File: src/logic/dmi_defines.vh
/*
  Constants for the data-move and indirect-access executor: widths,
  instruction encodings, field positions and reset values.
  Assumes it is included by bare name from the design file.
*/
`ifndef DMI_DEFINES_VH
`define DMI_DEFINES_VH

// ---------------------------------------------------------------
// Widths
// ---------------------------------------------------------------
`define DMI_INSTR_W 14
`define DMI_ACC_W 8
`define DMI_PTR_W 16
`define DMI_BANK_W 5
`define DMI_PCH_W 7
`define DMI_MEM_AW 8
`define DMI_MEM_DEPTH 256

// ---------------------------------------------------------------
// Instruction encodings as mask and match pairs
// ---------------------------------------------------------------
`define DMI_IND_MASK 14'h3FF0
`define DMI_IND_MATCH 14'h0010
`define DMI_REL_MASK 14'h3F00
`define DMI_REL_MATCH 14'h3F00
`define DMI_BANK_MASK 14'h3FE0
`define DMI_BANK_MATCH 14'h0020
`define DMI_PCH_MASK 14'h3F80
`define DMI_PCH_MATCH 14'h3180
`define DMI_LIT_MASK 14'h3F00
`define DMI_LIT_MATCH 14'h3000
`define DMI_STORE_MASK 14'h3F80
`define DMI_STORE_MATCH 14'h0080

// ---------------------------------------------------------------
// Field positions
// ---------------------------------------------------------------
`define DMI_IND_DIR_BIT 3
`define DMI_IND_SEL_BIT 2
`define DMI_REL_DIR_BIT 7
`define DMI_REL_SEL_BIT 6
`define DMI_REL_OFS_MSB 5

// ---------------------------------------------------------------
// Pointer update modes and window addresses
// ---------------------------------------------------------------
`define DMI_MODE_PREINC 2'h0
`define DMI_MODE_PREDEC 2'h1
`define DMI_MODE_POSTINC 2'h2
`define DMI_MODE_POSTDEC 2'h3
`define DMI_WIN0_ADDR 7'h00
`define DMI_WIN1_ADDR 7'h01

// ---------------------------------------------------------------
// Reset values
// ---------------------------------------------------------------
`define DMI_ACC_RST 8'h00
`define DMI_PTR_RST 16'h0000
`define DMI_BANK_RST 5'h00
`define DMI_PCH_RST 7'h00

`endif

File: src/logic/dmi_core.v
/*
  Single-cycle executor for the data-move group of an 8-bit core:
  indirect read and write through two 16-bit pointers, literal loads
  of bank select, program-counter high latch and accumulator, and the
  accumulator store to a file register. It holds its own data memory.
  Assumes one instruction word is offered per clock with instrValid,
  synchronous to clock, and that other instructions are decoded
  elsewhere.
*/
//
// Behaviour
// (RQ1) Indirect read loads byte at pointer address into acc, sets zero.
// (RQ2) Mode 00 pre-inc, 01 pre-dec, 10 post-inc, 11 post-dec.
// (RQ3) Pre modes access pointer plus or minus one.
// (RQ4) Pointer ends at plus or minus one; offset form leaves it.
// (RQ5) Offset form accesses pointer plus signed offset -32..31.
// (RQ6) Window registers have no storage; they reach the pointed byte.
// (RQ7) Pointers are 16 bits and wrap at both ends.
// (RQ8) Bank load writes its literal into bank select, no flags.
// (RQ9) Latch load writes 7-bit literal into pc high latch, no flags.
// (RQ10) Literal load puts 8-bit literal into acc in one cycle.
// (RQ11) Acc store writes acc to 7-bit file address in one cycle.
// (RQ12) Pointer updates never change any status flag.
// (RQ13) Indirect moves finish in one cycle with pointer write-back.
`include "dmi_defines.vh"

module dmi_core
(
  input wire clock,
  input wire rst,
  input wire instrValid,
  input wire [`DMI_INSTR_W-1:0] instrWord,
  input wire ptrLoadEn,
  input wire ptrLoadSel,
  input wire [`DMI_PTR_W-1:0] ptrLoadValue,
  input wire [`DMI_MEM_AW-1:0] dbgAddr,
  output wire [`DMI_ACC_W-1:0] accOut,
  output wire zeroFlag,
  output wire [`DMI_BANK_W-1:0] bankSelOut,
  output wire [`DMI_PCH_W-1:0] pcHighOut,
  output wire [`DMI_PTR_W-1:0] ptr0Out,
  output wire [`DMI_PTR_W-1:0] ptr1Out,
  output wire doneOut,
  output wire unknownOut,
  output wire [`DMI_ACC_W-1:0] dbgData
);

  // ---------------------------------------------------------------
  // State
  // ---------------------------------------------------------------
  reg [`DMI_ACC_W-1:0] acc_reg;
  reg [`DMI_ACC_W-1:0] acc_next;
  reg zero_reg;
  reg zero_next;
  reg [`DMI_BANK_W-1:0] bank_reg;
  reg [`DMI_BANK_W-1:0] bank_next;
  reg [`DMI_PCH_W-1:0] pch_reg;
  reg [`DMI_PCH_W-1:0] pch_next;
  reg [`DMI_PTR_W-1:0] ptr0_reg;
  reg [`DMI_PTR_W-1:0] ptr0_next;
  reg [`DMI_PTR_W-1:0] ptr1_reg;
  reg [`DMI_PTR_W-1:0] ptr1_next;
  reg done_reg;
  reg unknown_reg;
  reg [`DMI_ACC_W-1:0] dbg_reg;
  reg [`DMI_ACC_W-1:0] dataMem [0:`DMI_MEM_DEPTH-1];

  // ---------------------------------------------------------------
  // Decode
  // ---------------------------------------------------------------
  reg isIndirect;
  reg isRelative;
  reg isBank;
  reg isPcHigh;
  reg isLiteral;
  reg isStore;
  reg isWindow;
  reg writeDir;
  reg selPtr;
  reg [1:0] updMode;
  reg [`DMI_PTR_W-1:0] curPtr;
  reg [`DMI_PTR_W-1:0] incPtr;
  reg [`DMI_PTR_W-1:0] decPtr;
  reg [`DMI_PTR_W-1:0] updPtr;
  reg [`DMI_PTR_W-1:0] relOfs;
  reg [`DMI_PTR_W-1:0] effAddr;
  reg [11:0] directAddr;
  reg [`DMI_MEM_AW-1:0] memAddr;
  reg memWrite;
  reg [`DMI_ACC_W-1:0] readData;

  always @*
  begin
    isIndirect = instrValid &&
      ((instrWord & `DMI_IND_MASK) == `DMI_IND_MATCH);
    isRelative = instrValid &&
      ((instrWord & `DMI_REL_MASK) == `DMI_REL_MATCH);
    isBank = instrValid &&
      ((instrWord & `DMI_BANK_MASK) == `DMI_BANK_MATCH);
    isPcHigh = instrValid &&
      ((instrWord & `DMI_PCH_MASK) == `DMI_PCH_MATCH);
    isLiteral = instrValid &&
      ((instrWord & `DMI_LIT_MASK) == `DMI_LIT_MATCH);
    isStore = instrValid &&
      ((instrWord & `DMI_STORE_MASK) == `DMI_STORE_MATCH);
    // A store naming a window register is redirected through a pointer.
    isWindow = isStore &&
      ((instrWord[6:0] == `DMI_WIN0_ADDR) ||
       (instrWord[6:0] == `DMI_WIN1_ADDR)); // RQ6
    updMode = instrWord[1:0]; // RQ2
    writeDir = 1'h0;
    selPtr = 1'h0;
    if (isIndirect)
    begin
      writeDir = instrWord[`DMI_IND_DIR_BIT];
      selPtr = instrWord[`DMI_IND_SEL_BIT]; // RQ1
    end
    else if (isRelative)
    begin
      writeDir = instrWord[`DMI_REL_DIR_BIT];
      selPtr = instrWord[`DMI_REL_SEL_BIT];
    end
    else if (isWindow)
    begin
      selPtr = instrWord[0];
    end
  end

  // ---------------------------------------------------------------
  // Address
  // ---------------------------------------------------------------
  always @*
  begin
    curPtr = selPtr ? ptr1_reg : ptr0_reg;
    // Sixteen-bit arithmetic wraps at both ends of the range.
    incPtr = curPtr + 16'h0001; // RQ7
    decPtr = curPtr - 16'h0001; // RQ7
    case (updMode)
      `DMI_MODE_PREINC: updPtr = incPtr;
      `DMI_MODE_PREDEC: updPtr = decPtr;
      `DMI_MODE_POSTINC: updPtr = incPtr;
      `DMI_MODE_POSTDEC: updPtr = decPtr;
      default: updPtr = curPtr;
    endcase
    // The six-bit offset is sign-extended so it can reach back 32 bytes.
    relOfs = {{10{instrWord[`DMI_REL_OFS_MSB]}}, instrWord[5:0]};
    if (isRelative)
    begin
      effAddr = curPtr + relOfs; // RQ5
    end
    else if (isIndirect &&
      ((updMode == `DMI_MODE_PREINC) || (updMode == `DMI_MODE_PREDEC)))
    begin
      effAddr = updPtr; // RQ3
    end
    else
    begin
      effAddr = curPtr;
    end
    // Only the lowest bank bit reaches the 256-byte memory. The upper
    // bank bits are kept for software but select nothing here, so banks
    // alias onto the two halves of the memory.
    directAddr = {bank_reg, instrWord[6:0]};
    if (isStore && !isWindow)
    begin
      memAddr = directAddr[`DMI_MEM_AW-1:0]; // RQ11
    end
    else
    begin
      memAddr = effAddr[`DMI_MEM_AW-1:0]; // RQ6
    end
    memWrite = ((isIndirect || isRelative) && writeDir) || isStore;
    // The memory is read without a clock so that a read completes in the
    // same cycle as the pointer update that goes with it.
    readData = dataMem[memAddr];
  end

  // ---------------------------------------------------------------
  // Next state
  // ---------------------------------------------------------------
  always @*
  begin
    acc_next = acc_reg;
    zero_next = zero_reg;
    bank_next = bank_reg;
    pch_next = pch_reg;
    ptr0_next = ptr0_reg;
    ptr1_next = ptr1_reg;
    // The preload is applied first so that an instruction's own write-back
    // to the same pointer overrides it.
    if (ptrLoadEn)
    begin
      if (ptrLoadSel)
      begin
        ptr1_next = ptrLoadValue;
      end
      else
      begin
        ptr0_next = ptrLoadValue;
      end
    end
    if (isIndirect)
    begin
      // Write-back lands in the same cycle as the transfer; flags stay.
      if (selPtr)
      begin
        ptr1_next = updPtr; // RQ4
      end
      else
      begin
        ptr0_next = updPtr; // RQ4
      end
    end
    // The pointer is left alone for the offset form; a read of either form loads acc and sets the zero flag.
    if ((isIndirect || isRelative) && !writeDir)
    begin
      acc_next = readData; // RQ1
      zero_next = (readData == 8'h00); // RQ1
    end
    if (isBank)
    begin
      bank_next = instrWord[4:0]; // RQ8
    end
    if (isPcHigh)
    begin
      pch_next = instrWord[6:0]; // RQ9
    end
    if (isLiteral)
    begin
      acc_next = instrWord[7:0]; // RQ10
    end
  end

  // ---------------------------------------------------------------
  // Registers
  // ---------------------------------------------------------------
  always @(posedge clock or posedge rst)
  begin
    if (rst)
    begin
      acc_reg <= `DMI_ACC_RST;
      zero_reg <= 1'h0;
      bank_reg <= `DMI_BANK_RST;
      pch_reg <= `DMI_PCH_RST;
      ptr0_reg <= `DMI_PTR_RST;
      ptr1_reg <= `DMI_PTR_RST;
      done_reg <= 1'h0;
      unknown_reg <= 1'h0;
    end
    else
    begin
      acc_reg <= acc_next;
      zero_reg <= zero_next; // RQ12
      bank_reg <= bank_next;
      pch_reg <= pch_next;
      ptr0_reg <= ptr0_next;
      ptr1_reg <= ptr1_next; // RQ13
      // The done and unknown pulses last one cycle and never overlap.
      done_reg <= isIndirect || isRelative || isBank || isPcHigh ||
        isLiteral || isStore;
      unknown_reg <= instrValid && !(isIndirect || isRelative ||
        isBank || isPcHigh || isLiteral || isStore);
    end
  end

  // ---------------------------------------------------------------
  // Data memory
  // ---------------------------------------------------------------
  // The memory has no reset. Writes are held off while reset is high so
  // that a word presented during reset cannot land.
  always @(posedge clock)
  begin
    if (memWrite && !rst)
    begin
      dataMem[memAddr] <= acc_reg; // RQ11
    end
  end

  // The debug read is registered, so it shows the byte as it stood before
  // any write at the same edge.
  always @(posedge clock or posedge rst)
  begin
    if (rst)
    begin
      dbg_reg <= 8'h00;
    end
    else
    begin
      dbg_reg <= dataMem[dbgAddr];
    end
  end

  // ---------------------------------------------------------------
  // Outputs
  // ---------------------------------------------------------------
  assign accOut = acc_reg;
  assign zeroFlag = zero_reg;
  assign bankSelOut = bank_reg;
  assign pcHighOut = pch_reg;
  assign ptr0Out = ptr0_reg;
  assign ptr1Out = ptr1_reg;
  assign doneOut = done_reg;
  assign unknownOut = unknown_reg;
  assign dbgData = dbg_reg;

endmodule

File: config.mk
export PLATFORM = sky130hd
export DESIGN_NAME = dmi_core
export DESIGN_NICKNAME = d
export VERILOG_FILES = /design/src/logic/dmi_core.v
export VERILOG_INCLUDE_DIRS = /design/src /design/src/logic
export SDC_FILE = /design/constraint.sdc
export NUM_CORES = 2
export LEC_CHECK = 0
export ABC_CLOCK_PERIOD_IN_PS = 14100
export BUFFER_PORTS_ARGS = -buffer_cell sky130_fd_sc_hd__buf_2
export CAP_MARGIN = 5
export CORE_UTILIZATION = 50
export DETAILED_ROUTE_END_ITERATION = 10
export PLACE_DENSITY = 0.65
export SYNTH_ARGS = -nofsm -noshare
export SYNTH_HDL_FRONTEND = slang
export SYNTH_SLANG_ARGS = --single-unit
File: constraint.sdc
create_clock -name clock -period 14.1 [get_ports clock]
set_input_delay 0.705 -clock clock [delete_from_list [all_inputs] [get_ports clock]]
set_output_delay 0.705 -clock clock [all_outputs]
set_load 0.01 [all_outputs]
==> metrics.csv <==
stage,metric,value,unit
worst_setup_path,r2r_slack,6.61,ns
timing,finalCritPeriodShare,63.94,%
timing,hold_viol,0,
detailed_routing,num_vias,73310,
place,routabilityCongestion,1.008,
synth,yosysSeqAreaShare,61.18,%
power,power.share.combinational,17.4,%
timing,fmaxAchievable,0.1109,GHz
global_routing,grt.total_usage,35.17,%
power,pwr-share-seq,46.2,%
worst_setup_path,crit_type,primary input to flop,
global_routing,grt_max_degree,166,
floorplan,num_io_pins,106,
clock_tree,h-tree-depth,4,
clock_tree,clock_sinks,2111,
timing,rsz0062_at_grt,false,
floorplan,die_area,208000,um2
power,p_clk_share,36.4,%
clock_tree,cts_tree,built,
power,p_sw_share,29.53,%
power,power.leakage,38.17,nW
global_routing,overflow,0,
power,powerDensity,141.8,nW/um2
finish,mostFrequentLayoutCells,"edfxtp_1, nand2_1, mux4_2",
worst_setup_path,r2r-end,zeroFlag,
synth,synth_warnings,0,
clock_tree,cts_resized,0,
worst_hold_path,hold_start,instrValid,
power,p_int,11.27,mW
floorplan,start_util,50.34,%
power,peakVddDrop,0.1524,mV
worst_hold_path,hold_depth,3,
worst_hold_path,hp-class,primary input to flop,
finish,layout-drive-gt1-share,17.17,%
timing,slew_violations,0,
clock_tree,numCtsBuffers,214,
worst_setup_path,crit_buf_inv,3,
finish,nFillCells,16350,
detailed_routing,drt_iter0_drc,12250,
detailed_routing,wl_per_cell,35.36,um
detailed_routing,dr.pass1.iters,6,
floorplan,die_x,456.1,um
finish,num-nets-final,7626,
worst_setup_path,crit_family,simple AND/OR/NAND/NOR gates,
worst_setup_path,worstRegToRegCells,20,
finish,area_growth,9.471,%
worst_setup_path,cp-start-kind,primary input,
worst_hold_path,min_to,unknownOut,
worst_setup_path,slowest_delay,1.23,ns
synth,syn_area,103100,um2
place,dp_hpwl,236400,um
synth,netlist_instances,7720,
run,max-cap-violations,0,
worst_setup_path,r2r_start,ptr1Out[0],
clock_tree,clk_pin_slew,0.07,ns
clock_tree,clock_path_buffers,3,
finish,finalNonFillerCells,10430,
power,power_switching,4.725,mW
floorplan,die_h,456.1,um
worst_setup_path,crit_required,14.93,ns
outcome,status,finished clean,
synth,async_reset_ff_share,2.984,%
place,io_buffer_count,105,
timing,max_slew_margin,2.164,%
worst_setup_path,worstSetupEndpointType,flop,
place,dp_cells,10030,
detailed_routing,drt-total-wl,368900,um
worst_setup_path,crit_arrival,9.85,ns
detailed_routing,antenna_left,0,
timing,skew,0.04352,ns
timing,worst_pin_slew,1.458,ns
worst_setup_path,worst_path_max_delay_cell,nor4_1,
synth,synth_edf_count,2048,
clock_tree,clk_latency,0.91,ns
timing,setup_viol,0,
floorplan,coreArea,204800,um2
global_routing,grt_pass1_wl,523900,um
timing,period_needed,9.016,ns
synth,syn_avg_cell_area,13.35,um2
global_routing,grt_pass1_vias,69720,
worst_setup_path,crit_fanout,18,
global_routing,antenna_found_initial,24,
detailed_routing,drc,0,
synth,synth_flop_cell,edfxtp_1,
worst_setup_path,path_cells,buf_2 -> nand4_1 -> nor2_1 -> a21oi_1 -> a21oi_2 -> mux2i_1 -> inv_1 -> ha_1 -> a21o_1 -> a21o_1 -> a21oi_1 -> a31oi_1 -> xnor2_1 -> o31a_1 -> nor2_2 -> buf_4 -> nand2_1 -> a211oi_1 -> nor4_1 -> o211ai_1 -> o21bai_1 -> or4_1 -> o21ai_1,
clock_tree,cts_setup_buffers,0,
synth,synth_nets,7787,
timing,tns,0,ns
detailed_routing,avgViaCountPerCell,7.028,
synth,synth.distinct_cells,89,
finish,final_common_cell,edfxtp_1,
clock_tree,cts_root_buf,clkbuf_16,
floorplan,rows,166,
synth,synth_seq_cells,2111,
-- state kept, by name (all words and copies together) (netlist names), 5 cells and up --
register / cells
dbgData: 8
ptr0Out: 16
accOut: 8
bankSelOut: 5
dataMem: 2048
pcHighOut: 7
ptr1Out: 16
-- power groups by stage --
stage	clock network [mW]	logic [mW]	registers, mW
after floorplan	0	1.39	7.72
after global placement	0	2.65	7.52
after detailed placement	0	2.69	7.52
after CTS	5.82	2.69	7.39
after global routing	6.04	2.86	7.39
final	5.82	2.79	7.40
-- worst min-delay path: stages --
cell	delay, ns
buf_2	0.11
inv_1	0.05
nor2_1	0.04
-- per-layer routing --
layer	vias to the layer above	global-route usage, %	wire [um]
met5	-	0	151
li1	29540	-	-
met3	915	9.768	49910
met4	22	20.37	24900
met1	37110	47.35	132100
met2	5723	51.41	161800
-- cells by family after synthesis --
group	share of synthesized area (%)
XOR/XNOR	0.1590
AND/OR/NAND/NOR	14.00
flip-flops	61.18
adder cells (fa/ha/maj)	0.3058
multiplexers	15.60
buffers and inverters	2.877
AO/OA/AOI/OAI	5.880
-- cell usage after synthesis, types with 10 or more instances --
library cell	number	area, um2
mux4_2	680	15310
buf_2	264	1321
a31o_2	16	140.1
nor3_1	67	335.3
ha_1	22	275.3
buf_6	11	123.9
nor2_1	313	1175
a21oi_1	76	380.4
a21o_1	17	127.6
o211ai_1	19	142.6
a211oi_1	112	840.8
mux2_2	25	281.5
clkbuf_1	225	844.6
nand3_1	497	2487
nor2b_1	19	118.9
a22oi_1	12	90.09
o21ai_0	49	245.2
a311oi_1	240	2102
nand2_1	2036	7642
nand4_1	17	106.4
buf_4	26	195.2
inv_1	11	41.29
a211o_1	10	87.58
xnor2_1	14	122.6
edfxtp_1	2048	61500
o22ai_1	12	75.07
buf_1	115	431.7
and3_1	333	2083
mux2i_1	45	450.4
nor4_1	18	112.6
a2111oi_0	10	87.58
a31oi_1	154	963.4
dfrtp_1	63	1577
-- through the flow --
stage | util, % | cell area, um2 | hold WS (ns) | setup slack (ns) | power (mW)
6_report | 55.11 | 112900 | 0.04515 | 5.084 | 16.00
5_1_grt | 55.10 | 112800 | 0.02842 | 4.711 | 16.30
4_1_cts | 55.09 | 112800 | 0.001073 | 5.569 | 15.90
3_5_place_dp | 51.66 | 105800 | 0.4673 | 4.633 | 10.21
3_3_place_gp | 51.64 | 105800 | 0.4612 | 4.746 | 10.17
2_1_floorplan | - | 103100 | 0.5162 | 7.735 | 9.104
-- timing repair --
| item | CTS | global route |
|---|---|---|
| endpoints found under the hold margin | 26 | 0 |
| endpoints found under the setup margin | 0 | 0 |
| hold buffers | 1 | 0 |
-- worst max path at each step --
stage,start,endpoint,slack (ns),depth (start not counted)
after floorplan,instrWord[3],dataMem[82][0],7.73,23
after CTS,instrWord[9],zeroFlag,5.57,23
after global placement,instrWord[9],zeroFlag,4.75,23
final,instrWord[13],zeroFlag,5.08,23
after detailed placement,instrWord[9],zeroFlag,4.63,23
after global routing,instrWord[13],zeroFlag,4.71,23
-- cell type report --
cell class	count	area (um2)	area share, %
sequential	2111	63110	55.91
timing repair buffer	265	2106	1.866
antenna	15	37.54	0.03326
multi-input combinational	4955	37180	32.94
tap	2688	3363	2.980
clock buffer	271	5619	4.979
inverter	12	46.29	0.04102
clock inverter	114	1406	1.246
No activity file was read; power rests on OpenSTA's default activity.
